File: config.mk
export PLATFORM = sky130hd
export DESIGN_NAME = lam_channel_regs
export DESIGN_NICKNAME = d
export VERILOG_FILES = /design/src/logic/lam_pkg.sv /design/src/logic/lam_channel_regs.sv
export SDC_FILE = /design/constraint.sdc
export NUM_CORES = 1
export LEC_CHECK = 0
export ABC_AREA = 1
export ABC_CLOCK_PERIOD_IN_PS = 1750
export BUFFER_PORTS_ARGS = -buffer_cell sky130_fd_sc_hd__buf_4
export CORE_MARGIN = 2
export CORE_UTILIZATION = 50
export CTS_CLUSTER_DIAMETER = 50
export DETAILED_ROUTE_END_ITERATION = 7
export PLACE_DENSITY = 0.86
export SLEW_MARGIN = 30
export SYNTH_ARGS = -nofsm -noshare
export SYNTH_HDL_FRONTEND = slang
export SYNTH_SLANG_ARGS = --single-unit
File: constraint.sdc
create_clock -name ref_clk -period 1.75 [get_ports ref_clk]
set_input_delay 0.35 -clock ref_clk [delete_from_list [all_inputs] [get_ports ref_clk]]
set_output_delay 0.35 -clock ref_clk [all_outputs]
set_load 0.02 [all_outputs]
File: src/logic/lam_pkg.sv
// shared constants and bus carrier types for the channel mask and receive info block
package lam_pkg;
    localparam int unsigned ADDR_W = 8;
    localparam int unsigned DATA_W = 32;
    localparam int unsigned REG_W = 8;
    // register indices, byte address is four times the index
    localparam logic [ADDR_W-1:0] IDX_SUMMARY = 8'h05;
    localparam logic [ADDR_W-1:0] IDX_STATUS = 8'h06;
    localparam logic [ADDR_W-1:0] IDX_MASK = 8'h07;
    localparam logic [ADDR_W-1:0] IDX_RXINFO = 8'h08;
    localparam logic [REG_W-1:0] MASK_RESET = 8'h00;
    localparam logic [REG_W-1:0] REG_ZERO = 8'h00;
    // status bit positions
    localparam int unsigned ST_LOOP_UP = 7;
    localparam int unsigned ST_LOOP_DN = 6;
    localparam int unsigned ST_TXCLK_LOST = 5;
    localparam int unsigned ST_UNFR_ONES = 4;
    localparam int unsigned ST_CARRIER = 3;
    localparam int unsigned ST_CUR_LIMIT = 2;
    localparam int unsigned ST_OPEN_CKT = 1;
    localparam int unsigned ST_PRBS = 0;
    // latched status bits, the rest follow their condition live
    localparam logic [REG_W-1:0] ST_LATCHED = 8'hD8;
    // receive info bit positions
    localparam int unsigned RI_ZERO_RUN = 7;
    localparam int unsigned RI_SIXTEEN = 6;
    localparam int unsigned RI_CODEWORD = 5;
    localparam int unsigned RI_CARR_CLR = 4;
    localparam int unsigned RI_ONES_END = 3;
    localparam int unsigned RI_JIT_LIM = 2;
    localparam logic [REG_W-1:0] RI_USED = 8'hFC;
    // zero run thresholds and jitter margin
    localparam logic [4:0] ZRUN_SHORT = 5'h04;
    localparam logic [4:0] ZRUN_LONG = 5'h08;
    localparam logic [4:0] ZRUN_SIXTEEN = 5'h10;
    localparam logic [7:0] JIT_MARGIN = 8'h04;
    // transmit clock watchdog and channel count
    localparam int unsigned CLK_MHZ = 200;
    localparam int unsigned TXCLK_IDLE_US = 5;
    localparam int unsigned TXCLK_IDLE_CYC = TXCLK_IDLE_US * CLK_MHZ;
    localparam int unsigned TXCNT_W = 11;
    localparam logic [TXCNT_W-1:0] TXCLK_LIMIT = TXCNT_W'(TXCLK_IDLE_CYC);
    localparam int unsigned NUM_CHAN = 4;

    typedef struct packed {
        logic psel;
        logic penable;
        logic pwrite;
        logic [ADDR_W-1:0] paddr;
        logic [DATA_W-1:0] pwdata;
    } lam_apb_req_t;

    typedef struct packed {
        logic prdata_dummy;
    } lam_unused_t;

    // one received symbol: mark present and bipolar violation
    typedef struct packed {
        logic mark;
        logic viol;
    } lam_sym_t;
endpackage

File: src/logic/lam_channel_regs.sv
// one line channel: interrupt mask, status, receive event flags and channel summary
//
// What this block does
// eight mask bits, one per status bit; 0 blocks, 1 allows interrupt
// zero-run flag sets on 4 zeros (select 0) or 8 (select 1); read clears
// sixteen-zero flag sets on 16 or more consecutive zeros; read clears
// codeword flag sets on HDB3 word (select 0) or B8ZS word (select 1) even with decoding off; read clears
// carrier-loss clear flag sets when carrier loss ends; held until read
// unframed ones end flag sets when all-ones stops; held until read
// jitter flag sets when FIFO is within 4 bits of limit; read clears
// receive info bits 1 and 0 unassigned; software ignores them
// summary register bit n reads 1 while channel n+1 interrupts
// transmit clock lost after 5 us without transition
// interrupt high while any status bit set with its mask bit 1
//
// The implementer's own choice: the APB slave port.
module lam_channel_regs (
    input wire logic ref_clk,
    input wire logic rst,
    input wire lam_pkg::lam_apb_req_t apb_req,
    output logic [lam_pkg::DATA_W-1:0] prdata,
    output logic pready,
    output logic pslverr,
    input wire logic rx_bit_valid,
    input wire logic rx_pos,
    input wire logic rx_neg,
    input wire logic line_standard_select,
    input wire logic loop_up_code_seen,
    input wire logic loop_down_code_seen,
    input wire logic unframed_ones_rx,
    input wire logic carrier_loss,
    input wire logic tx_current_limit_hit,
    input wire logic tx_open_circuit,
    input wire logic prbs_pattern_found,
    input wire logic tx_clock_in,
    input wire logic [7:0] jitter_fifo_margin,
    input wire logic [lam_pkg::NUM_CHAN-1:1] other_chan_irq,
    output logic tx_clock_lost,
    output logic irq
);
    import lam_pkg::*;

    function automatic logic hit(input logic [ADDR_W-1:0] addr, input logic [ADDR_W-1:0] idx);
        hit = (addr == ADDR_W'({idx, 2'b00}));
    endfunction

    logic [REG_W-1:0] irq_mask_reg_r;
    logic [REG_W-1:0] status_flags_reg_r;
    logic [REG_W-1:0] rx_info_one_r;
    logic [REG_W-1:0] rx_info_one_nxt;
    logic [REG_W-1:0] status_view;
    logic [REG_W-1:0] rd_val;
    logic [4:0] zrun_r;
    logic [4:0] zrun_nxt;
    lam_sym_t [7:0] sym_hist_r;
    lam_sym_t sym_now;
    logic last_pol_r;
    logic carrier_d_r;
    logic ones_d_r;
    logic txclk_d_r;
    logic [TXCNT_W-1:0] txclk_cnt_r;
    logic tx_clock_lost_r;
    logic irq_r;
    logic pready_r;
    logic pslverr_r;
    logic [DATA_W-1:0] prdata_r;
    logic [REG_W-1:0] rd_taken_r;
    logic setup;
    logic done;
    logic wr_done;
    logic rd_rxinfo_done;
    logic mapped;
    logic hdb3_word;
    logic b8zs_word;
    logic [REG_W-1:0] ri_set;

    assign setup = apb_req.psel && !apb_req.penable;
    assign done = apb_req.psel && apb_req.penable && pready_r;
    assign wr_done = done && apb_req.pwrite;
    assign rd_rxinfo_done = done && !apb_req.pwrite && hit(apb_req.paddr, IDX_RXINFO);
    assign mapped = hit(apb_req.paddr, IDX_SUMMARY) || hit(apb_req.paddr, IDX_STATUS)
        || hit(apb_req.paddr, IDX_MASK) || hit(apb_req.paddr, IDX_RXINFO);

    // receive symbol decode: a mark with the same polarity as the last is a violation
    always_comb begin
        sym_now.mark = rx_pos ^ rx_neg;
        sym_now.viol = sym_now.mark && (rx_pos == last_pol_r);
    end

    always_ff @(posedge ref_clk) begin
        if (rst) begin
            last_pol_r <= 1'b0;
            sym_hist_r <= '0;
        end else if (rx_bit_valid) begin
            if (sym_now.mark) begin
                last_pol_r <= rx_pos;
            end
            sym_hist_r <= {sym_hist_r[6:0], sym_now};
        end
    end

    // codeword match on the history including the newest symbol
    always_comb begin
        hdb3_word = rx_bit_valid && sym_now.viol && !sym_hist_r[0].mark && !sym_hist_r[1].mark;
        b8zs_word = rx_bit_valid && sym_now.mark && !sym_now.viol
            && sym_hist_r[0].viol && !sym_hist_r[1].mark
            && sym_hist_r[2].mark && !sym_hist_r[2].viol
            && sym_hist_r[3].viol && !sym_hist_r[4].mark
            && !sym_hist_r[5].mark && !sym_hist_r[6].mark;
    end

    // saturating zero-run counter, so long runs never wrap
    always_comb begin
        zrun_nxt = zrun_r;
        if (rx_bit_valid) begin
            if (sym_now.mark) begin
                zrun_nxt = 5'h00;
            end else if (zrun_r != ZRUN_SIXTEEN) begin
                zrun_nxt = zrun_r + 5'h01;
            end
        end
    end

    always_ff @(posedge ref_clk) begin
        if (rst) begin
            zrun_r <= 5'h00;
        end else begin
            zrun_r <= zrun_nxt;
        end
    end

    always_ff @(posedge ref_clk) begin
        if (rst) begin
            carrier_d_r <= 1'b0;
            ones_d_r <= 1'b0;
        end else begin
            carrier_d_r <= carrier_loss;
            ones_d_r <= unframed_ones_rx;
        end
    end

    always_comb begin
        ri_set = REG_ZERO;
        ri_set[RI_ZERO_RUN] = line_standard_select ? (zrun_nxt >= ZRUN_LONG)
            : (zrun_nxt >= ZRUN_SHORT);
        ri_set[RI_SIXTEEN] = (zrun_nxt == ZRUN_SIXTEEN);
        ri_set[RI_CODEWORD] = line_standard_select ? b8zs_word : hdb3_word;
        ri_set[RI_CARR_CLR] = carrier_d_r && !carrier_loss;
        ri_set[RI_ONES_END] = ones_d_r && !unframed_ones_rx;
        ri_set[RI_JIT_LIM] = (jitter_fifo_margin <= JIT_MARGIN);
    end

    // only bits actually returned by the read are cleared; a new event wins
    always_comb begin
        rx_info_one_nxt = rx_info_one_r;
        if (rd_rxinfo_done) begin
            rx_info_one_nxt = rx_info_one_r & ~rd_taken_r;
        end
        rx_info_one_nxt = (rx_info_one_nxt | ri_set) & RI_USED;
    end

    always_ff @(posedge ref_clk) begin
        if (rst) begin
            rx_info_one_r <= REG_ZERO;
        end else begin
            rx_info_one_r <= rx_info_one_nxt;
        end
    end

    // transmit clock watchdog, counts cycles since the last level change
    always_ff @(posedge ref_clk) begin
        if (rst) begin
            txclk_d_r <= 1'b0;
            txclk_cnt_r <= '0;
            tx_clock_lost_r <= 1'b0;
        end else begin
            txclk_d_r <= tx_clock_in;
            if (tx_clock_in != txclk_d_r) begin
                txclk_cnt_r <= '0;
                tx_clock_lost_r <= 1'b0;
            end else if (txclk_cnt_r != TXCLK_LIMIT) begin
                txclk_cnt_r <= txclk_cnt_r + 1'b1;
            end else begin
                tx_clock_lost_r <= 1'b1;
            end
        end
    end

    // latched status bits are write-one-to-clear with set winning
    always_ff @(posedge ref_clk) begin
        if (rst) begin
            status_flags_reg_r <= REG_ZERO;
        end else begin
            status_flags_reg_r <= ((wr_done && hit(apb_req.paddr, IDX_STATUS))
                ? status_flags_reg_r & ~apb_req.pwdata[REG_W-1:0] : status_flags_reg_r)
                | ({loop_up_code_seen, loop_down_code_seen, 1'b0, unframed_ones_rx,
                    carrier_loss, 3'b000} & ST_LATCHED);
        end
    end

    always_comb begin
        status_view = status_flags_reg_r & ST_LATCHED;
        status_view[ST_TXCLK_LOST] = tx_clock_lost_r;
        status_view[ST_CUR_LIMIT] = tx_current_limit_hit;
        status_view[ST_OPEN_CKT] = tx_open_circuit;
        status_view[ST_PRBS] = prbs_pattern_found;
    end

    always_ff @(posedge ref_clk) begin
        if (rst) begin
            irq_mask_reg_r <= MASK_RESET;
        end else if (wr_done && hit(apb_req.paddr, IDX_MASK)) begin
            irq_mask_reg_r <= apb_req.pwdata[REG_W-1:0];
        end
    end

    always_ff @(posedge ref_clk) begin
        if (rst) begin
            irq_r <= 1'b0;
        end else begin
            irq_r <= |(status_view & irq_mask_reg_r);
        end
    end

    always_comb begin
        rd_val = REG_ZERO;
        if (hit(apb_req.paddr, IDX_SUMMARY)) begin
            rd_val[NUM_CHAN-1:0] = {other_chan_irq, irq_r};
        end else if (hit(apb_req.paddr, IDX_STATUS)) begin
            rd_val = status_view;
        end else if (hit(apb_req.paddr, IDX_MASK)) begin
            rd_val = irq_mask_reg_r;
        end else if (hit(apb_req.paddr, IDX_RXINFO)) begin
            rd_val = rx_info_one_r;
        end
    end

    // data is captured in setup so the access phase completes with no wait
    always_ff @(posedge ref_clk) begin
        if (rst) begin
            pready_r <= 1'b0;
            pslverr_r <= 1'b0;
            prdata_r <= '0;
            rd_taken_r <= REG_ZERO;
        end else begin
            pready_r <= setup;
            if (setup) begin
                pslverr_r <= !mapped;
                prdata_r <= apb_req.pwrite ? '0 : DATA_W'(rd_val);
                rd_taken_r <= rd_val;
            end else if (done) begin
                pslverr_r <= 1'b0;
            end
        end
    end

    assign prdata = prdata_r;
    assign pready = pready_r;
    assign pslverr = pslverr_r;
    assign irq = irq_r;
    assign tx_clock_lost = tx_clock_lost_r;

    property p_mask_write;
        @(posedge ref_clk) disable iff (rst)
        (wr_done && hit(apb_req.paddr, IDX_MASK)) |=> (irq_mask_reg_r == $past(apb_req.pwdata[7:0]));
    endproperty
    a_mask_write: assert property (p_mask_write) else $error("mask write lost");

    property p_zero_run;
        @(posedge ref_clk) disable iff (rst)
        (rx_bit_valid && !sym_now.mark && !line_standard_select && zrun_r == 5'h03)
            |=> rx_info_one_r[RI_ZERO_RUN];
    endproperty
    a_zero_run: assert property (p_zero_run) else $error("zero run flag missed");

    property p_zero_run_long;
        @(posedge ref_clk) disable iff (rst)
        (rx_bit_valid && line_standard_select && zrun_r < 5'h07 && !rx_info_one_r[RI_ZERO_RUN]
            && !(rx_bit_valid && !sym_now.mark && zrun_r == 5'h07)) |=> !rx_info_one_r[RI_ZERO_RUN];
    endproperty
    a_zero_run_long: assert property (p_zero_run_long) else $error("zero run set early");

    property p_sixteen;
        @(posedge ref_clk) disable iff (rst)
        (rx_bit_valid && !sym_now.mark && zrun_r == 5'h0F) |=> rx_info_one_r[RI_SIXTEEN];
    endproperty
    a_sixteen: assert property (p_sixteen) else $error("sixteen zero flag missed");

    property p_codeword;
        @(posedge ref_clk) disable iff (rst)
        (hdb3_word && !line_standard_select) |=> rx_info_one_r[RI_CODEWORD];
    endproperty
    a_codeword: assert property (p_codeword) else $error("codeword flag missed");

    property p_carrier_clr;
        @(posedge ref_clk) disable iff (rst)
        ($fell(carrier_loss) && !rd_rxinfo_done && !setup) |=> rx_info_one_r[RI_CARR_CLR][*2];
    endproperty
    a_carrier_clr: assert property (p_carrier_clr) else $error("carrier clear flag not held");

    property p_ones_end;
        @(posedge ref_clk) disable iff (rst)
        $fell(unframed_ones_rx) |=> rx_info_one_r[RI_ONES_END];
    endproperty
    a_ones_end: assert property (p_ones_end) else $error("ones end flag missed");

    property p_jitter;
        @(posedge ref_clk) disable iff (rst)
        (jitter_fifo_margin <= JIT_MARGIN) |=> rx_info_one_r[RI_JIT_LIM];
    endproperty
    a_jitter: assert property (p_jitter) else $error("jitter flag missed");

    property p_unassigned;
        @(posedge ref_clk) disable iff (rst)
        done |-> (rx_info_one_r[1:0] == 2'b00);
    endproperty
    a_unassigned: assert property (p_unassigned) else $error("unassigned bits set");

    property p_summary;
        @(posedge ref_clk) disable iff (rst)
        (setup && hit(apb_req.paddr, IDX_SUMMARY) && !apb_req.pwrite) |=> (prdata[0] == $past(irq_r));
    endproperty
    a_summary: assert property (p_summary) else $error("summary bit wrong");

    property p_txclk;
        @(posedge ref_clk) disable iff (rst)
        $rose(tx_clock_lost) |-> ($past(txclk_cnt_r) == TXCLK_LIMIT);
    endproperty
    a_txclk: assert property (p_txclk) else $error("clock loss timing wrong");

    property p_irq;
        @(posedge ref_clk) disable iff (rst)
        (status_view & irq_mask_reg_r) == 8'h00 ##1 (status_view & irq_mask_reg_r) == 8'h00
            |-> !irq;
    endproperty
    a_irq: assert property (p_irq) else $error("interrupt without enabled status");

    c_read_clear: cover property (@(posedge ref_clk) disable iff (rst)
        rd_rxinfo_done && rd_taken_r != 8'h00);
    c_codeword_b8zs: cover property (@(posedge ref_clk) disable iff (rst)
        b8zs_word && line_standard_select);
    c_irq_rise: cover property (@(posedge ref_clk) disable iff (rst) $rose(irq));
endmodule

==> run summary, run 1 <==
For this design, the sink count on the clock tree is 67. The run gives 0.522 as the effective utilization at floorplan. The clock-pin transition on the worst setup and hold timing paths is 0.07 ns.

Dividing total power by cell area gives a power density of 793 nW/um^2. Gates resized during post-CTS repair numbered 0. The worst hold path begins at loop_down_code_seen.

The number of buffers and inverters on the critical path was 1. The chip height was 85.6 um. The overall die area came out at 7330 um^2. Across the run, the number of max-cap violations was 0.

The setup TNS after final layout came out at 0 ns. The count of state elements after synthesis came out at 67. The routed design has 7420 um of wire.

In this run the cell area measured after placement is 3730 um^2. On the worst path, the slowest cell contributes a delay of 0.40 ns. For flop-to-flop paths, the worst setup slack is 0.39 ns. For the worst setup path, the data required time is 1.99 ns. The endpoint of the worst hold path is status_flags_reg_r[6].

After synthesis, the mean cell area works out to 7.10 um^2. Counting flops with a built-in enable in the synthesized netlist gives 0. The cell at the slowest stage of the critical path was dfxtp_1.

TritonCTS built the clock tree. The number of antenna violations at the first check in global routing is 0, and the first-pass iteration count of the detailed router is 4. For this run, the leading register cell type out of synthesis is dfxtp_1. The clock passes through at most 2 buffers. From left edge to right edge, the die measures 85.6 um.

In this run the count of I/O pins placed on the die edge is 104. The largest fanout on the critical path was 5. In this run the worst hold path is classified as in2reg. Walking the worst path, the cells encountered are inv_1 -> ha_1 -> nand4_1 -> nand2_1 -> a21oi_1 -> nor2_1 -> nand4_1 -> nand2_1. The number of slew-limit violations in the final report was 0; the count of hold-fix buffers inserted at cts was 0. Setup repair after global routing left no endpoint under its margin.

The maximum level of the CTS H-tree is 3. The logs give 3910 um^2 for the final cell area excluding filler cells and 0 for the number of antenna-violating nets in the routed design. The tools report the critical path endpoint category as a flip-flop.

Buffers placed on the I/O ports in this run total 55. Depth of the worst register-to-register path: 8. The via count of the first global-routing pass was 2865. The tools report the kind of start point of the critical path as a flip-flop.

The top cell types in the final layout, fill and taps aside, are nand2_1 (93), dfxtp_1 (67), buf_4 (62). For the final-report hold violation count, the log shows 0. The post-synthesis cell area was 3330 um^2; the half-perimeter wire length after detailed placement was 5390 um. The static leakage was 1.78 nW; the achievable frequency was 0.735 GHz. The first global-routing pass estimated 12200 um of wire. In the post-route analysis, the smallest setup slack over all paths is 0.389 ns. The first routing iteration left 174 violations.

The logs give 9 for the total CTS buffers and 600 for the count of nets after finishing. Between clock sinks in the finished design, the worst skew comes to 0.00736 ns. The run gives 0 as the count of warnings emitted by yosys. The maximum resistive drop on vdd is 0.601 mV. Entering global routing, the biggest net connects 25 pins. The overall fraction of global-route tracks in use was 0.211. Clock root buffer master: clkbuf_8.

At the end of routability-driven placement, the weighted congestion stood at 0.883. The area added between synthesis and finish is 17.2%, and the final critical delay including setup and external delays is 1.36 ns. For the post-CTS setup buffer count, the log shows 0.

The startpoint of the most critical register-to-register path is zrun_r[0]. Cell type group with the largest total delay on the critical path: simple AND/OR/NAND/NOR gates. For the total core area, the log shows 6390 um^2. 0 antenna diodes ended up in the layout. Setup violations remaining at the end of the flow were counted as 0. Leaving out fill and tap cells, the most frequent cell in the layout is nand2_1. The number of distinct library cells after synthesis is 32, and the number of remaining DRC errors is 0. Share of async-settable or async-resettable flops after synthesis: 0. The tools report the worst path arrival time as 1.60 ns. The worst register-to-register path ends at rx_info_one_r[6]. The cell depth of the worst min-delay path was 3; the post-route fraction of the period consumed by the critical path was 0.778. Fraction of layout instances using a drive strength above 1: 0.192. For the total global routing overflow, the log shows 0. Timing analysis after detailed placement gives a worst setup slack of 0.190 ns.

The category of the critical setup timing path is reg2reg. The share of the yosys chip area belonging to registers came out at 0.403. Across all layers, the routed design uses 3085 vias. Number of vias per cell after detailed routing: 5.07. Synthesis produced 469 cells. The run gives 29 as the total number of placement rows. The run finished with clean final reports.

The insertion delay of the later-clocked pin in the worst-skew pair came out at 0.34 ns. The mean routed wirelength per cell was 12.2 um.
[cells by family (layout without fill, tap and decap cells)]
group | after synthesis | count (layout) | share of synthesized area
simple gates | 223 | 223 | 0.309
other cells | 1 | 24 | 0.00113
flops | 67 | 67 | 0.403
compound gates | 79 | 79 | 0.125
buf+inv | 91 | 131 | 0.137
xor+xnor | 4 | 4 | 0.0105
fa+ha+maj | 4 | 4 | 0.0150
[layer usage]
layer,GRT usage,part of all wire,routed length [um],vias to the layer above
li1,-,-,-,1577
met1,0.249,0.43,3190,1393
met2,0.359,0.49,3630,98
met3,0.0443,0.059,434,17
met4,0.115,0.022,165,0
met5,0,0,0,-
[state kept, by name, summed over array words and instances (netlist names), 4 cells and up]
register and count:
irq_mask_reg_r 8, prdata 8, rd_taken_r 6, rx_info_one_r 6
status_flags_reg_r 4, sym_hist_r 11, txclk_cnt_r 11, zrun_r 5
[worst min-delay path, delay by kind of cell]
| family | cells | cell delay [ns] |
|---|---|---|
| buf+inv | 1 | 0.09 |
| simple gates | 1 | 0.07 |
| compound gates | 1 | 0.04 |
[metrics by stage]
step           utilization  power, mW  hold slack [ns]  std cells
2_1_floorplan            -       1.86            0.429        492
3_3_place_gp         0.583       1.94            0.437        594
3_5_place_dp         0.583       1.96            0.444        594
4_1_cts              0.611       3.12            0.227        609
5_1_grt              0.611       3.23            0.250        609
6_report             0.611       3.10            0.239        609
[power by group]
part / switching (mW) / total [mW] / internal, mW
Combinational: 0.209 / 0.334 / 0.125
Clock: 0.552 / 1.17 / 0.618
Sequential: 0.0258 / 1.59 / 1.57
[worst max-delay path by stage]
stage | from | endpoint | slack, ns | cells after the start
after floorplan | pready | status_flags_reg_r[3] | 0.43 | 5
after global placement | apb_req[38] | prdata[4] | 0.23 | 10
after detailed placement | apb_req[38] | prdata[4] | 0.19 | 10
after CTS | zrun_r[0] | rx_info_one_r[6] | 0.38 | 8
after global routing | zrun_r[0] | rx_info_one_r[7] | 0.19 | 9
final | zrun_r[0] | rx_info_one_r[6] | 0.39 | 8
[layout make-up]
type / instances / area, um^2
Clock inverter: 2 / 10.0
Multi-Input combinational cell: 334 / 1620
Inverter: 54 / 203
Tap cell: 77 / 96.3
Fill cell: 584 / 2480
Sequential cell: 67 / 1340
Clock buffer: 13 / 169
Timing Repair Buffer: 62 / 465
[cells in the mapped netlist (2+ instances only)]
| cell type | number | area (um^2) |
|---|---|---|
| nand2_2 | 9 | 56.3 |
| o21ai_0 | 21 | 105 |
| inv_2 | 4 | 15.0 |
| nor2_4 | 2 | 22.5 |
| dfxtp_1 | 67 | 1340 |
| clkbuf_1 | 9 | 33.8 |
| a221oi_1 | 2 | 17.5 |
| nand4_1 | 8 | 50.1 |
| nor2_1 | 52 | 195 |
| buf_4 | 25 | 188 |
| a21oi_1 | 51 | 255 |
| xor2_1 | 4 | 35.0 |
| ha_1 | 4 | 50.1 |
| nor3_1 | 6 | 30.0 |
| inv_1 | 50 | 188 |
| nand2_1 | 93 | 349 |
| nand2_4 | 2 | 22.5 |
| nand3_1 | 42 | 210 |
| nand3_2 | 4 | 40.0 |
| o21bai_1 | 2 | 15.0 |
Power figures use the tool's default switching activity.
==> run 2: changes to the inputs <==
--- a/config.mk
+++ b/config.mk
@@ -5,14 +5,14 @@
 export SDC_FILE = /design/constraint.sdc
 export NUM_CORES = 1
 export LEC_CHECK = 0
-export ABC_AREA = 1
-export ABC_CLOCK_PERIOD_IN_PS = 1750
+export ABC_AREA = 0
+export ABC_CLOCK_PERIOD_IN_PS = 1200
 export BUFFER_PORTS_ARGS = -buffer_cell sky130_fd_sc_hd__buf_4
 export CORE_MARGIN = 2
-export CORE_UTILIZATION = 50
+export CORE_UTILIZATION = 46
 export CTS_CLUSTER_DIAMETER = 50
 export DETAILED_ROUTE_END_ITERATION = 7
-export PLACE_DENSITY = 0.86
+export PLACE_DENSITY = 0.84
 export SLEW_MARGIN = 30
 export SYNTH_ARGS = -nofsm -noshare
 export SYNTH_HDL_FRONTEND = slang
==> constraint.sdc (replaced) <==
create_clock -name ref_clk -period 1.2 [get_ports ref_clk]
set_input_delay 0.24 -clock ref_clk [delete_from_list [all_inputs] [get_ports ref_clk]]
set_output_delay 0.24 -clock ref_clk [all_outputs]
set_load 0.02 [all_outputs]
==> run 2 against run 1 <==
The flow now finishes with violations (setup timing). Sequential power is 47% higher. Combinational power is 130% higher. Final cell count is 1.5% lower. Utilization is 12 points higher. Largest power group is now clock. Highest routed layer unchanged. Global-route usage is 5.2 points higher. Hold slack worse by 0.11 ns. Clock skew is 0.0047 ns higher. Sequential share of layout area is 7.1 points lower. Total power is 81% higher. Sequential cell count stayed put. Via count is 11% higher.
==> run summary, run 2 <==
STA classifies the critical path startpoint as an input port. The overall fraction of global-route tracks in use is 0.263 (+0.0521). The number of antenna-violating nets in the routed design is 0 (unchanged), and the final cell area excluding filler cells is 5000 um^2 (+28%).

The tools report the total number of placement rows as 30 (+3.4%). The post-route fraction of the period consumed by the critical path came out at 1.37. Maximum resistive drop on vdd: 1.00 mV (+66%).

The maximum clock path buffer count is 2 (unchanged). TritonCTS built the clock tree. The logs give 0.853 (-3.4%) for the final RePlAce weighted congestion and 0 (unchanged) for the number of remaining DRC errors. The area of the multi-input gates was 2120 um^2 (+31%). The final reports fail on setup timing. The logs give 29 (+16%) for the maximum number of pins on one net before global-route repair and 1370 um^2 (+1.8%) for the combined flip-flop and latch cell area. For the setup TNS after final layout, the log shows -10.06 ns (-10.06 ns). Effective utilization at floorplan: 0.478 (-0.0440). Among all flip-flop cells after synthesis, the most frequent one is dfxtp_1. The clock-pin transition on the worst setup and hold timing paths was 0.07 ns (about the same); the number of distinct library cells after synthesis was 60 (+88%). Average size of a mapped cell: 8.79 um^2 (+24%).

The worst setup path is of the in2reg kind. The share of async-settable or async-resettable flops after synthesis is 0 (unchanged). The half-perimeter wire length after detailed placement was 6410 um (+19%); the number of filler instances in the final layout was 412 (-29%). The fraction of the core area covered by cells at the end of the flow is 0.736 (+0.125). The cell accounting for the most synthesized area was dfxtp_1. The width of the die works out to 88.0 um (+2.8%). The cell depth of the worst min-delay path is 3 (unchanged).

The tools report the count of warnings emitted by yosys as 0 (unchanged). The clock root buffer master is clkbuf_8. The count of nets after finishing was 571 (-4.8%); the worst path arrival time was 1.85 ns (+0.25 ns). The capture instance of the worst register-to-register path was rx_info_one_r[7]. For the number of slew-limit violations in the final report, the log shows 0 (unchanged).

The logs give 0 (unchanged) for the total global routing overflow and 369 (-21%) for the gate count of the mapped netlist. Overall die area: 7740 um^2 (+5.6%). The startpoint identified for the worst hold timing path is loop_up_code_seen.

The depth of the worst register-to-register path came out at 7 (-1). The largest fanout on the critical path is 5 (unchanged). Static timing analysis puts the maximum clock frequency at 0.607 GHz. Cell area reported after detailed placement: 4220 um^2 (+13%).

Commonest non-fill, non-tap cell in the layout: buf_4. The post-synthesis cell area is 3240 um^2 (-2.6%), and the number of vias per cell after detailed routing is 5.70 (+13%). The critical path endpoint category is a flip-flop. The pre-CTS worst setup slack came out at -0.664 ns (-0.854 ns). The area added between synthesis and finish came out at 54.1%. By area the synthesized netlist is led by dfxtp_1 (41%), nor2_1 (6.5%), buf_4 (5.6%).

The tools report the max-cap check violation count as 0 (unchanged). The number of sinks handled by clock tree synthesis was 67 (unchanged). The worst hold-check path type was in2reg. Sorting the synthesized cells by how often they occur yields dfxtp_1 (67), nor2_1 (56), a21oi_1 (25). Startpoint of the most critical register-to-register path: pready. The run gives 104 (unchanged) as the number of primary I/O pins.

The number of synthesized flops with an enable pin came out at 0 (unchanged). dfxtp_1 is the most common cell in the netlist. Setup repair after global routing could not meet its margin everywhere. The worst hold-check slack was 0.126 ns (-0.113 ns). The logs give 11700 um (+57%) for the overall routed net length and 0.413 (+0.0107) for the share of the yosys chip area belonging to registers. For the global-route wire length before repair, the log shows 15600 um (+27%).

The run gives 3223 (+12%) as the via count of the first global-routing pass. The count of input and output buffers was 55 (unchanged); the number of antenna violations at the first check in global routing was 0 (unchanged). In the layout the commonest cells are buf_4 (112), dfxtp_1 (54), nor2_1 (50).

Share of the synthesized area in the top cell type: 0.413 (+0.0107). For the maximum level of the CTS H-tree, the log shows 3 (unchanged). The chip height is 88.0 um (+2.8%), and the mean routed wirelength per cell is 19.4 um (+60%). The logs give 3420 (+11%) for the via total after detailed routing and 0.0120 ns (+0.00467 ns) for the post-route clock skew.

Final setup slack of the worst path: -0.446 ns (-0.836 ns). Fraction of layout instances using a drive strength above 1: 0.490 (+0.298). The total core area came out at 6790 um^2 (+6.4%).

The run finished, with violations left. The worst hold path terminates at status_flags_reg_r[7]. The tools report the number of antenna diodes as 0 (unchanged). For the final-report hold violation count, the log shows 0 (unchanged). The final number of setup-violating endpoints is 44 (+44), and the total CTS buffers is 9 (unchanged). The worst path needs 1.65 ns of the cycle, external delays included.

The power density over the cells is 1120 nW/um^2 (+41%). The largest registers in the layout are sym_hist_r x11, txclk_cnt_r x11. The first-pass iteration count of the detailed router is 7 (+3). For the insertion delay of the later-clocked pin in the worst-skew pair, the log shows 0.34 ns (about the same).

The required time at the endpoint of the critical path was 1.41 ns (-0.58 ns). The count of state elements after synthesis is 67 (unchanged), and the number of DRC markers in iteration 0 is 276 (+59%). The setup slack of the worst register-to-register path came out at -0.38 ns (-0.77 ns). The static leakage was 2.08 nW (+17%).
-- run 2: cell types whose count changed after synthesis, moves of 10 or more --
cell	before	now
nand2_1	93	24
inv_1	50	9
nand3_1	42	9
a21oi_1	51	25
mux2i_1	0	10
-- run 2: final cells by class --
type,instances,area share
flip-flops and latches,67,0.273
inverters,9,0.00726
well taps,96,0.0240
multi-input cells,279,0.425
clock buffers,13,0.0360
clock inverters,3,0.0180
repair buffers,133,0.217
-- run 2: worst max path at each step --
stage	from	endpoint	slack, ns	cells past startpoint
4_1_cts	zrun_r[1]	rx_info_one_r[6]	-0.25	7
3_5_place_dp	apb_req[39]	rx_info_one_r[6]	-0.66	5
6_report	apb_req[32]	rx_info_one_r[7]	-0.45	7
2_1_floorplan	apb_req[35]	rx_info_one_r[7]	-0.44	6
3_3_place_gp	apb_req[39]	rx_info_one_r[7]	-0.60	6
5_1_grt	apb_req[32]	rx_info_one_r[7]	-0.50	7
-- run 2: metal layers --
layer | global-route usage | wire (um)
met3 | 0.0650 | 748
met2 | 0.449 | 5940
met5 | 0 | 0
met4 | 0.133 | 788
met1 | 0.307 | 4190
-- run 2: power by group --
part	switching [mW]	internal [mW]	total, mW	leakage, nW
Sequential	0.0518	2.27	2.33	0.552
Combinational	0.426	0.349	0.775	1.39
Clock	0.872	1.62	2.49	0.135
-- run 2: cells by family (layout without fill, tap and decap cells) --
kind of cell	count (synthesis)	in the layout	synth area share
XOR/XNOR	13	13	0.0351
flip-flops	67	67	0.413
AO/OA/AOI/OAI	84	84	0.172
other	1	24	0.00116
adder cells (fa/ha/maj)	4	4	0.0154
buffers and inverters	46	158	0.0845
AND/OR/NAND/NOR	139	139	0.230
multiplexers	15	15	0.0482
-- run 2: metrics by stage --
step,cells,power (mW)
2_1_floorplan,392,2.74
3_3_place_gp,570,2.97
3_5_place_dp,570,2.99
4_1_cts,601,5.46
5_1_grt,600,5.75
6_report,600,5.60
-- run 2: critical path, cell delays in order --
cell and delay, ns:
buf_6 0.10, or4_4 0.63, nor4_4 0.36, buf_4 0.19, nand2_2 0.07, a2bb2oi_2 0.15
a31oi_1 0.10
-- run 2: timing repair --
| action | in CTS | in global routing |
|---|---|---|
| hold endpoints to repair | 0 | 0 |
| gates resized for setup | 49 | 58 |
| buffers inserted | 15 | 6 |
| hold buffers | 0 | 0 |
| pin swaps | 33 | 41 |
| endpoints found under the setup margin | 45 | 48 |
